==> src/pkg/tcs_pkg.sv <==
// Constants, types and layouts for the task context store and check block
package tcs_pkg;
  // Context record byte offsets
  localparam logic [31:0] OFF_LINK = 32'h0000_0000;
  localparam logic [31:0] OFF_STK0 = 32'h0000_0004;
  localparam logic [31:0] OFF_SS2 = 32'h0000_0018;
  localparam logic [31:0] OFF_PDIR = 32'h0000_001C;
  localparam logic [31:0] OFF_IP = 32'h0000_0020;
  localparam logic [31:0] OFF_FLAGS = 32'h0000_0024;
  localparam logic [31:0] OFF_GPR0 = 32'h0000_0028;
  localparam logic [31:0] OFF_DIDX = 32'h0000_0044;
  localparam logic [31:0] OFF_SEG0 = 32'h0000_0048;
  localparam logic [31:0] OFF_SEGL = 32'h0000_005C;
  localparam logic [31:0] OFF_LDT = 32'h0000_0060;
  localparam logic [31:0] OFF_TRAP = 32'h0000_0064;
  localparam logic [31:0] REC_BYTES = 32'h0000_0068;
  // Word counts of the save and load walks
  localparam logic [4:0] N_SAVE = 5'h10;
  localparam logic [4:0] N_LOAD = 5'h09;
  localparam logic [4:0] N_STK = 5'h07;
  // Register byte addresses
  localparam logic [7:0] REG_CTRL = 8'h00;
  localparam logic [7:0] REG_SEL = 8'h04;
  localparam logic [7:0] REG_DLO = 8'h08;
  localparam logic [7:0] REG_DHI = 8'h0C;
  localparam logic [7:0] REG_CFG = 8'h10;
  localparam logic [7:0] REG_STAT = 8'h14;
  localparam logic [7:0] REG_TRSEL = 8'h18;
  localparam logic [7:0] REG_TRBASE = 8'h1C;
  localparam logic [7:0] REG_TRLIM = 8'h20;
  localparam logic [7:0] REG_DUP = 8'h24;
  // Field positions
  localparam int CTRL_START = 0;
  localparam int CTRL_KIND = 1;
  localparam int CTRL_SEGLD = 3;
  localparam int CFG_CPL = 0;
  localparam int CFG_M64 = 4;
  localparam int ST_BUSY = 0;
  localparam int ST_DONE = 1;
  localparam int ST_GP = 2;
  localparam int ST_TS = 3;
  localparam int ST_DBG = 4;
  localparam int SEL_TI = 2;
  localparam int D_TYPE = 8;
  localparam int D_DPL = 13;
  localparam int D_LIMH = 16;
  localparam int D_GRAN = 23;
  localparam int D_BASEH = 24;
  // Descriptor encodings and limits
  localparam logic [3:0] TYPE_IDLE = 4'h9;
  localparam logic [3:0] TYPE_BUSY = 4'hB;
  localparam logic [19:0] MIN_LIMIT = 20'h00067;
  localparam logic [19:0] TR_LIM_RST = 20'h0FFFF;
  localparam logic [1:0] RESP_OK = 2'h0;
  localparam logic [1:0] RESP_ERR = 2'h2;

  typedef enum logic [1:0] {K_JMP, K_CALL, K_INT, K_INTERRUPT_RETURN} tcs_kind_type;

  typedef struct packed {
    logic [7:0][31:0] gpr;
    logic [5:0][15:0] seg;
    logic [31:0] flags;
    logic [31:0] ip;
  } tcs_core_type;

  typedef struct packed {
    logic [2:0][31:0] stk_off;
    logic [2:0][15:0] stk_sel;
    logic [31:0] pdir;
    logic [15:0] ldt_sel;
    logic trap;
    logic [15:0] iomap_off;
    logic [31:0] iomap_addr;
  } tcs_ctx_type;

  typedef struct packed {
    logic [15:0] sel;
    logic [31:0] base;
    logic [19:0] limit;
  } tcs_tr_type;

  typedef struct packed {
    logic req;
    logic we;
    logic [31:0] addr;
    logic [31:0] wdata;
  } tcs_mem_type;
endpackage : tcs_pkg

==> src/verilog/tcs_top.sv <==
// Task context record save/restore engine with descriptor checks
//
// The register addresses and register access over AXI4-Lite were decided locally.
`timescale 1ns/1ns
// What this block does
// - Suspend writes eight general registers in consecutive slots, last at byte 68.
// - Suspend writes six selectors into low halves of slots 72 to 92.
// - Suspend stores the pre-switch flags word at byte 36.
// - Suspend stores the pre-switch instruction pointer at byte 32.
// - Call, interrupt or exception writes prior record selector to byte 0.
// - Static slots are only read, never written, during a switch.
// - Incoming local table selector comes from low half of byte 96.
// - Incoming page directory base comes from the word at byte 28.
// - Three stack offset and selector pairs, from byte 4 to byte 24.
// - Trap bit at byte 100 bit 0 raises a debug event on entry.
// - Upper half of byte 100 is the I/O map offset from record base.
// - First 104 bytes are accessed contiguously from base, no page fault.
// - Local-table selector faults protection on call/jump, invalid record on return.
// - Loading a record selector into a segment register faults protection.
// - Type 1001B is an idle task, 1011B a busy task.
// - A busy target refuses call entry, so tasks never recurse.
// - Byte-granular limit below 67H gives an invalid record fault.
// - No larger-limit check at switch time; only map accesses check it.
// - Call or jump allowed when current privilege is at most descriptor's.
// - 64-bit mode refuses switching; the upper descriptor word in REG_DUP is only stored, never decoded.
// - Task register selector and base reset to zero, limit to FFFFH.
module tcs_top
  import tcs_pkg::*;
#(
  parameter int ADDR_W = 8
) (
  input wire logic clk,
  input wire logic resetn,
  input wire logic [ADDR_W-1:0] s_axi_awaddr,
  input wire logic s_axi_awvalid,
  output logic s_axi_awready,
  input wire logic [31:0] s_axi_wdata,
  input wire logic [3:0] s_axi_wstrb,
  input wire logic s_axi_wvalid,
  output logic s_axi_wready,
  output logic [1:0] s_axi_bresp,
  output logic s_axi_bvalid,
  input wire logic s_axi_bready,
  input wire logic [ADDR_W-1:0] s_axi_araddr,
  input wire logic s_axi_arvalid,
  output logic s_axi_arready,
  output logic [31:0] s_axi_rdata,
  output logic [1:0] s_axi_rresp,
  output logic s_axi_rvalid,
  input wire logic s_axi_rready,
  input wire tcs_core_type core_state,
  output tcs_mem_type mem_out,
  input wire logic mem_ack,
  input wire logic [31:0] mem_rdata,
  output tcs_ctx_type ctx_out,
  output tcs_tr_type tr_out,
  output logic gp_fault,
  output logic ts_fault,
  output logic debug_trap,
  output logic switch_done
);
  typedef enum logic [2:0] {S_IDLE, S_CHECK, S_SAVE, S_LINK, S_LOAD, S_FIN} tcs_state_type;

  tcs_state_type state_r, state_nxt;
  logic [4:0] step_r, step_nxt;
  tcs_mem_type mem_r, mem_nxt;
  tcs_ctx_type ctx_r;
  tcs_tr_type tr_r;
  tcs_kind_type kind_r;
  logic [15:0] sel_r;
  logic [31:0] dlo_r, dhi_r, dup_r;
  logic [1:0] cpl_r;
  logic m64_r, start_r, segld_r;
  logic done_st_r, gp_st_r, ts_st_r, dbg_st_r;
  logic gp_r, ts_r, dbg_r, done_r;
  logic awready_r, wready_r, bvalid_r, arready_r, rvalid_r;
  logic aw_have_r, w_have_r;
  logic [1:0] bresp_r, rresp_r;
  logic [ADDR_W-1:0] awaddr_r;
  logic [31:0] wdata_r, rdata_r;
  logic [3:0] wstrb_r;

  function automatic logic [31:0] merge(input logic [31:0] o, input logic [31:0] d,
                                        input logic [3:0] s);
    logic [31:0] m;
    m = o;
    for (int i = 0; i < 4; i++) begin
      if (s[i]) begin
        m[i*8 +: 8] = d[i*8 +: 8];
      end
    end
    return m;
  endfunction : merge

  function automatic logic [31:0] save_word(input logic [4:0] k, input tcs_core_type c);
    logic [31:0] w;
    w = 32'h0000_0000;
    if (k == 5'h00) begin
      w = c.ip;
    end else if (k == 5'h01) begin
      w = c.flags;
    end else if (k < 5'h0A) begin
      w = c.gpr[3'(k - 5'h02)];
    end else begin
      w = {16'h0000, c.seg[3'(k - 5'h0A)]};
    end
    return w;
  endfunction : save_word

  // Descriptor decode; the first eight bytes of the 16-byte form match
  wire [3:0] d_type = dhi_r[D_TYPE +: 4];
  wire [1:0] d_dpl = dhi_r[D_DPL +: 2];
  wire d_gran = dhi_r[D_GRAN];
  wire [19:0] d_limit = {dhi_r[D_LIMH +: 4], dlo_r[15:0]};
  wire [31:0] d_base = {dhi_r[D_BASEH +: 8], dhi_r[7:0], dlo_r[31:16]};
  wire is_interrupt_return = kind_r == K_INTERRUPT_RETURN;
  wire is_cj = kind_r == K_CALL || kind_r == K_JMP;
  wire links = kind_r == K_CALL || kind_r == K_INT;
  wire sel_ti = sel_r[SEL_TI];
  wire f_ti_gp = sel_ti && !is_interrupt_return;
  wire f_ti_ts = sel_ti && is_interrupt_return;
  wire f_type_gp = !is_interrupt_return && d_type != TYPE_IDLE;
  wire f_type_ts = is_interrupt_return && d_type != TYPE_BUSY;
  wire f_lim = !d_gran && d_limit < MIN_LIMIT;
  wire f_priv = is_cj && cpl_r > d_dpl;
  wire chk_gp = m64_r || f_ti_gp || f_type_gp || f_priv;
  wire chk_ts = !chk_gp && (f_ti_ts || f_type_ts || f_lim);

  wire acc = mem_r.req && mem_ack;
  wire save_last = state_r == S_SAVE && acc && step_r == N_SAVE - 5'h01;
  wire load_last = state_r == S_LOAD && acc && step_r == N_LOAD - 5'h01;

  // Sequencer
  always_comb begin
    state_nxt = state_r;
    step_nxt = step_r;
    unique case (state_r)
      S_IDLE: begin
        if (start_r) begin
          state_nxt = S_CHECK;
        end
      end
      S_CHECK: begin
        step_nxt = 5'h00;
        state_nxt = (chk_gp || chk_ts) ? S_FIN : S_SAVE;
      end
      S_SAVE: begin
        if (save_last) begin
          step_nxt = 5'h00;
          state_nxt = links ? S_LINK : S_LOAD;
        end else if (acc) begin
          step_nxt = step_r + 5'h01;
        end
      end
      S_LINK: begin
        if (acc) begin
          state_nxt = S_LOAD;
        end
      end
      S_LOAD: begin
        if (load_last) begin
          state_nxt = S_FIN;
        end else if (acc) begin
          step_nxt = step_r + 5'h01;
        end
      end
      S_FIN: begin
        state_nxt = S_IDLE;
      end
    endcase
  end

  // Memory access for the coming cycle, all offsets from the record base
  wire [31:0] step4 = {25'h0000000, step_nxt, 2'b00};
  wire [31:0] save_off = OFF_IP + step4;
  wire [31:0] load_off = step_nxt < N_STK ? OFF_STK0 + step4
                                          : OFF_LDT + step4 - {25'h0000000, N_STK, 2'b00};
  always_comb begin
    mem_nxt.req = state_nxt == S_SAVE || state_nxt == S_LINK || state_nxt == S_LOAD;
    mem_nxt.we = state_nxt == S_SAVE || state_nxt == S_LINK;
    mem_nxt.addr = 32'h0000_0000;
    mem_nxt.wdata = 32'h0000_0000;
    if (state_nxt == S_SAVE) begin
      mem_nxt.addr = tr_r.base + save_off;
      mem_nxt.wdata = save_word(step_nxt, core_state);
    end else if (state_nxt == S_LINK) begin
      mem_nxt.addr = d_base + OFF_LINK;
      mem_nxt.wdata = {16'h0000, tr_r.sel};
    end else if (state_nxt == S_LOAD) begin
      mem_nxt.addr = d_base + load_off;
    end
  end

  always_ff @(posedge clk) begin
    if (!resetn) begin
      state_r <= S_IDLE;
      step_r <= 5'h00;
      mem_r <= '0;
    end else begin
      state_r <= state_nxt;
      step_r <= step_nxt;
      mem_r <= mem_nxt;
    end
  end

  // Capture of static fields from the incoming record
  always_ff @(posedge clk) begin
    if (!resetn) begin
      ctx_r <= '0;
    end else if (state_r == S_LOAD && acc) begin
      if (step_r < 5'h06) begin
        if (step_r[0]) begin
          ctx_r.stk_sel[step_r[2:1]] <= mem_rdata[15:0];
        end else begin
          ctx_r.stk_off[step_r[2:1]] <= mem_rdata;
        end
      end else if (step_r == 5'h06) begin
        ctx_r.pdir <= mem_rdata;
      end else if (step_r == 5'h07) begin
        ctx_r.ldt_sel <= mem_rdata[15:0];
      end else begin
        ctx_r.trap <= mem_rdata[0];
        ctx_r.iomap_off <= mem_rdata[31:16];
        ctx_r.iomap_addr <= d_base + {16'h0000, mem_rdata[31:16]};
      end
    end
  end

  // Task register and event outputs
  always_ff @(posedge clk) begin
    if (!resetn) begin
      tr_r <= '{sel: 16'h0000, base: 32'h0000_0000, limit: TR_LIM_RST};
      gp_r <= 1'b0;
      ts_r <= 1'b0;
      dbg_r <= 1'b0;
      done_r <= 1'b0;
    end else begin
      if (load_last) begin
        tr_r <= '{sel: sel_r, base: d_base, limit: d_limit};
      end
      gp_r <= (state_r == S_CHECK && chk_gp) || segld_r;
      ts_r <= state_r == S_CHECK && chk_ts;
      dbg_r <= load_last && mem_rdata[0];
      done_r <= state_r == S_FIN;
    end
  end

  // Sticky status, cleared by a new start; a set never meets a start
  always_ff @(posedge clk) begin
    if (!resetn) begin
      done_st_r <= 1'b0;
      gp_st_r <= 1'b0;
      ts_st_r <= 1'b0;
      dbg_st_r <= 1'b0;
    end else begin
      done_st_r <= (done_st_r && !start_r) || done_r;
      gp_st_r <= (gp_st_r && !start_r) || gp_r;
      ts_st_r <= (ts_st_r && !start_r) || ts_r;
      dbg_st_r <= (dbg_st_r && !start_r) || dbg_r;
    end
  end

  // Register slave
  wire do_wr = aw_have_r && w_have_r && !bvalid_r;
  wire [7:0] wa = 8'(awaddr_r);
  wire [7:0] ra = 8'(s_axi_araddr);
  wire wr_ro = wa == REG_STAT || wa == REG_TRSEL || wa == REG_TRBASE || wa == REG_TRLIM;
  wire wr_map = wa == REG_CTRL || wa == REG_SEL || wa == REG_DLO || wa == REG_DHI
             || wa == REG_CFG || wa == REG_DUP || wr_ro;
  wire idle = state_r == S_IDLE && !start_r;
  wire wr_ctrl = do_wr && wa == REG_CTRL && wstrb_r[0] && idle;
  wire [31:0] stat_w = {27'h0000000, dbg_st_r, ts_st_r, gp_st_r, done_st_r, !idle};
  wire rd_map = ra == REG_CTRL || ra == REG_SEL || ra == REG_DLO || ra == REG_DHI
             || ra == REG_CFG || ra == REG_STAT || ra == REG_TRSEL || ra == REG_TRBASE
             || ra == REG_TRLIM || ra == REG_DUP;
  wire [31:0] rd_mux =
      ra == REG_CTRL ? {29'h00000000, kind_r, 1'b0} :
      ra == REG_SEL ? {16'h0000, sel_r} :
      ra == REG_DLO ? dlo_r :
      ra == REG_DHI ? dhi_r :
      ra == REG_CFG ? {27'h0000000, m64_r, 2'b00, cpl_r} :
      ra == REG_STAT ? stat_w :
      ra == REG_TRSEL ? {16'h0000, tr_r.sel} :
      ra == REG_TRBASE ? tr_r.base :
      ra == REG_TRLIM ? {12'h000, tr_r.limit} :
      ra == REG_DUP ? dup_r : 32'h0000_0000;

  always_ff @(posedge clk) begin
    if (!resetn) begin
      awready_r <= 1'b1;
      wready_r <= 1'b1;
      aw_have_r <= 1'b0;
      w_have_r <= 1'b0;
      awaddr_r <= '0;
      wdata_r <= 32'h0000_0000;
      wstrb_r <= 4'h0;
      bvalid_r <= 1'b0;
      bresp_r <= RESP_OK;
    end else begin
      if (s_axi_awvalid && awready_r) begin
        aw_have_r <= 1'b1;
        awaddr_r <= s_axi_awaddr;
        awready_r <= 1'b0;
      end
      if (s_axi_wvalid && wready_r) begin
        w_have_r <= 1'b1;
        wdata_r <= s_axi_wdata;
        wstrb_r <= s_axi_wstrb;
        wready_r <= 1'b0;
      end
      if (do_wr) begin
        aw_have_r <= 1'b0;
        w_have_r <= 1'b0;
        bvalid_r <= 1'b1;
        bresp_r <= wr_map ? RESP_OK : RESP_ERR;
      end
      if (bvalid_r && s_axi_bready) begin
        bvalid_r <= 1'b0;
        awready_r <= 1'b1;
        wready_r <= 1'b1;
      end
    end
  end

  always_ff @(posedge clk) begin
    if (!resetn) begin
      kind_r <= K_JMP;
      sel_r <= 16'h0000;
      dlo_r <= 32'h0000_0000;
      dhi_r <= 32'h0000_0000;
      dup_r <= 32'h0000_0000;
      cpl_r <= 2'h0;
      m64_r <= 1'b0;
      start_r <= 1'b0;
      segld_r <= 1'b0;
    end else begin
      start_r <= wr_ctrl && wdata_r[CTRL_START];
      segld_r <= wr_ctrl && wdata_r[CTRL_SEGLD];
      if (wr_ctrl) begin
        kind_r <= tcs_kind_type'(wdata_r[CTRL_KIND +: 2]);
      end
      if (do_wr && idle) begin
        if (wa == REG_SEL) begin
          sel_r <= 16'(merge({16'h0000, sel_r}, wdata_r, wstrb_r));
        end
        if (wa == REG_DLO) begin
          dlo_r <= merge(dlo_r, wdata_r, wstrb_r);
        end
        if (wa == REG_DHI) begin
          dhi_r <= merge(dhi_r, wdata_r, wstrb_r);
        end
        if (wa == REG_DUP) begin
          dup_r <= merge(dup_r, wdata_r, wstrb_r);
        end
        if (wa == REG_CFG && wstrb_r[0]) begin
          cpl_r <= wdata_r[CFG_CPL +: 2];
          m64_r <= wdata_r[CFG_M64];
        end
      end
    end
  end

  always_ff @(posedge clk) begin
    if (!resetn) begin
      arready_r <= 1'b1;
      rvalid_r <= 1'b0;
      rdata_r <= 32'h0000_0000;
      rresp_r <= RESP_OK;
    end else if (s_axi_arvalid && arready_r) begin
      arready_r <= 1'b0;
      rvalid_r <= 1'b1;
      rdata_r <= rd_mux;
      rresp_r <= rd_map ? RESP_OK : RESP_ERR;
    end else if (rvalid_r && s_axi_rready) begin
      rvalid_r <= 1'b0;
      arready_r <= 1'b1;
    end
  end

  assign s_axi_awready = awready_r;
  assign s_axi_wready = wready_r;
  assign s_axi_bvalid = bvalid_r;
  assign s_axi_bresp = bresp_r;
  assign s_axi_arready = arready_r;
  assign s_axi_rvalid = rvalid_r;
  assign s_axi_rdata = rdata_r;
  assign s_axi_rresp = rresp_r;
  assign mem_out = mem_r;
  assign ctx_out = ctx_r;
  assign tr_out = tr_r;
  assign gp_fault = gp_r;
  assign ts_fault = ts_r;
  assign debug_trap = dbg_r;
  assign switch_done = done_r;
endmodule : tcs_top

==> config.mk <==
export PLATFORM = sky130hd
export DESIGN_NAME = tcs_top
export DESIGN_NICKNAME = d
export VERILOG_FILES = /design/src/pkg/tcs_pkg.sv /design/src/verilog/tcs_top.sv
export SDC_FILE = /design/constraint.sdc
export NUM_CORES = 2
export LEC_CHECK = 0
export CORE_AREA = 2 2 357 359
export CTS_CLUSTER_SIZE = 8
export DETAILED_ROUTE_END_ITERATION = 6
export DIE_AREA = 0 0 359 361
export DONT_BUFFER_PORTS = 1
export PLACE_DENSITY_LB_ADDON = 0.15
export SLEW_MARGIN = 10
export SYNTH_ARGS = -nofsm -noshare
export SYNTH_HDL_FRONTEND = slang
export SYNTH_SLANG_ARGS = --single-unit
==> constraint.sdc <==
create_clock -name clk -period 5.6 [get_ports clk]
set_input_delay 0.56 -clock clk [delete_from_list [all_inputs] [get_ports clk]]
set_output_delay 0.56 -clock clk [all_outputs]
set_load 0.01 [all_outputs]
==> flow_metrics.py <==
metrics = {
    "drt": {
        "ant_nets": 0,
        "vias": 26432,
        "drc": 0,
        "wirelength_um": 152000,
        "detail_route.wl_per_cell_um": 29.7,
        "first_pass_iters": 7,
        "avgViaCountPerCell": 5.15,
        "drt_iter0_markers": 2660,
    },
    "worst_setup_path": {
        "worstPathMaxFanout": 9,
        "crit_chain": "ha_1 -> and3_1 -> ha_1 -> and3_1 -> o21ai_1 -> nand4_1 -> o22ai_2 -> ha_1 -> and3_1 -> nor2_1 -> ha_1 -> o21ai_0 -> a21o_1 -> a211oi_2 -> nand4_1 -> xnor2_1 -> o21ai_0 -> a21oi_1",
        "cpMaxStageDelayCell": "a211oi_2",
        "crit_type": "reg -> reg",
        "end_kind": "flop",
        "slowest_delay_ns": 0.65,
        "start_kind": "flop",
        "critPathBufInv": 0,
        "cp_top_family": "compound AO/OA/AOI/OAI gates",
        "critPathArrivalTime_ns": 5.43,
        "path_common_cell": "ha_1",
        "crit_required_ns": 6.22,
    },
    "placed_design": {
        "post-place-cells": 4954,
        "portBuffers": 0,
        "post-place-ws_ns": 0.821,
        "hpwlAfterDp_um": 112000,
        "globalplace.congestion": 0.960,
        "post_dp_cell_area_mm2": 0.0297,
    },
    "floorplan": {
        "start_util_pct": 22.6,
        "fp.dieW_um": 359,
        "die_area_mm2": 0.130,
        "rows": 130,
        "fp.dieH_um": 361,
        "ioPinCount": 928,
        "fp.coreArea_mm2": 0.125,
    },
    "sta": {
        "fin_tns_setup_ns": 0,
        "post-route-period-util_pct": 85.9,
        "finalHoldViolations": 0,
        "maxSlewViolCount": 0,
        "rsz0062_at_grt": "no",
        "setup_viol": 0,
        "slew_headroom_pct": 27.1,
        "fin_skew_ns": 0.0481,
        "worstMarginPinSlew_ns": 1.09,
        "setup_ws_ns": 0.789,
        "fin_crit_ns": 4.81,
        "fmax_mhz": 208,
    },
    "clocking": {
        "cts-resized-gates": 0,
        "cts_root_buf": "clkbuf_16",
        "cts_sinks": 595,
        "htreeDepth": 3,
        "cts_max_path_buffers": 3,
        "clk_pin_slew_ns": 0.05,
        "cts_made_buffers": 86,
        "clock_latency_ns": 0.69,
        "cts_tree": "built",
    },
    "global_routing": {
        "grt_pass1_wl_um": 208000,
        "antenna_found_initial": 35,
        "grt_pass1_vias": 25201,
        "globalRoute.totalOverflow": 0,
        "grt_max_degree": 197,
        "gr-usage-all-layers_pct": 22.4,
    },
    "logic_synthesis": {
        "synth_top_area_share_pct": 42.0,
        "async_reset_ff_share_pct": 0,
        "synth.avg_cell_area_um2": 8.02,
        "synth-edff-count": 0,
        "synth_ff_type": "dfxtp_1",
        "synth_seq_area_share_pct": 42.0,
        "synth_warnings": 0,
        "netlist_area_mm2": 0.0283,
        "synth_top_area_cell": "dfxtp_1",
        "synthCells": 3531,
        "ys_ff_latch": 595,
        "ys_top_cells_by_area": "dfxtp_1, nand2_1, a21oi_1, mux2i_1, clkbuf_1",
        "ys_types": 87,
    },
    "power": {
        "power_density_mw_per_mm2": 319,
        "p_leak_nw": 11.4,
        "peakVddDrop_mv": 0.217,
    },
    "finish": {
        "final_util_pct": 26.2,
        "final_cell_mix": "nand2_1, dfxtp_1, a21oi_1",
        "nFillCells": 13673,
        "final_cell_area_mm2": 0.0329,
        "area_growth_pct": 16.0,
        "nets": 4015,
        "drive_gt1_share_pct": 7.57,
        "final_common_cell": "nand2_1",
        "stdcell_count": 5132,
    },
    "job": {
        "maxCapViolations": 0,
    },
    "hold_path": {
        "hold_class": "in -> reg",
    },
    "status": {
        "status": "finished clean",
    },
}
[routing by layer]
layer	global-route usage, %	up-vias	wire, um
met5	0	-	83
met1	30.0	12953	67200
li1	-	12124	-
met4	5.25	14	3540
met3	8.24	175	15100
met2	33.9	1166	66300
[kinds of logic after synthesis]
logic type	synth area share, %
buffers and inverters	5.00
AOI/OAI and AO/OA	17.6
xor gates and xnor gates	2.63
other	0.0132
muxes	8.90
and+or+nand+nor	21.6
DFF	42.0
adders and majority gates	2.24
[flip-flops by register name, indices dropped and copies added, names as in the netlist, 2 cells and up]
name,cells
state_r,3
dup_r,32
cpl_r,2
wstrb_r,4
sel_r,16
awaddr_r,8
dhi_r,32
tr_out,68
s_axi_rdata,32
step_r,5
wdata_r,32
mem_out,66
ctx_out,241
dlo_r,32
kind_r,2
[what timing repair did]
item / 4_1_cts / 5_1_grt
endpoints found under the setup margin: 0 / 0
hold buffers: 66 / 0
buffers inserted: 0 / 0
endpoints found under the hold margin: 250 / 0
[report_power, final]
group	switching, mW	leakage, nW	internal (mW)
Combinational	0.641	5.38	0.313
Clock	2.06	1.20	2.96
Sequential	0.177	4.80	4.33
Total	2.88	11.4	7.61
[cell usage after synthesis (3+ instances only)]
library cell	count
a211oi_1	11
a21o_1	16
a21oi_1	407
a221oi_1	17
a222oi_1	39
a22o_1	9
a22oi_1	44
a311oi_1	33
a31oi_1	44
and2_1	9
and3_1	76
and4_1	6
buf_1	10
buf_2	38
buf_4	27
buf_6	4
clkbuf_1	206
dfxtp_1	595
fa_1	3
ha_1	46
inv_1	38
inv_2	3
mux2_2	29
mux2i_1	181
mux4_2	17
nand2_1	910
nand2b_1	24
nand3_1	78
nand4_1	23
nor2_1	197
nor2_2	13
nor2b_1	11
nor3_1	33
nor3b_1	3
nor4_1	10
o211ai_1	14
o21ai_0	98
o21ai_1	13
o22ai_1	44
o31ai_1	3
or2_2	5
or3_1	5
xnor2_1	30
xor2_1	55
[final timing paths]
check                               startpoint           to  slack (ns)  cells after the start
worst max register to register       step_r[0]  mem_out[56]        0.79                     18
worst max-delay path                 step_r[0]  mem_out[56]        0.79                     18
worst min register to register         segld_r     gp_fault        0.45                      2
worst min-delay path            s_axi_wdata[5]   wdata_r[5]        0.05                      2
[metrics by stage]
| stage | hold slack (ns) | total power, mW |
|---|---|---|
| global placement | 0.437 | 5.48 |
| CTS | 0.000540 | 10.6 |
| global route | 0.00930 | 10.9 |
| detailed placement | 0.439 | 5.46 |
| finish | 0.0476 | 10.5 |
| floorplan | 0.413 | 5.11 |
[worst register-to-register path, delay by kind of cell (launching register included)]
kind	cells	cell delay, ns
XOR/XNOR	1	0.18
adder cells (fa/ha/maj)	4	1.16
AO/OA/AOI/OAI	7	1.95
AND/OR/NAND/NOR	6	1.02
flip-flops	1	0.44
[cell type report]
type	count	area [um^2]	area share (%)
Multi-Input combinational cell	2608	15100	46.0
Tap cell	1650	2060	6.28
Antenna cell	10	25.0	0.0761
Sequential cell	595	11900	36.2
Clock inverter	8	209	0.636
Clock buffer	94	2250	6.86
Inverter	43	170	0.518
Timing Repair Buffer	124	1130	3.44
Power figures use the tool's default switching activity.
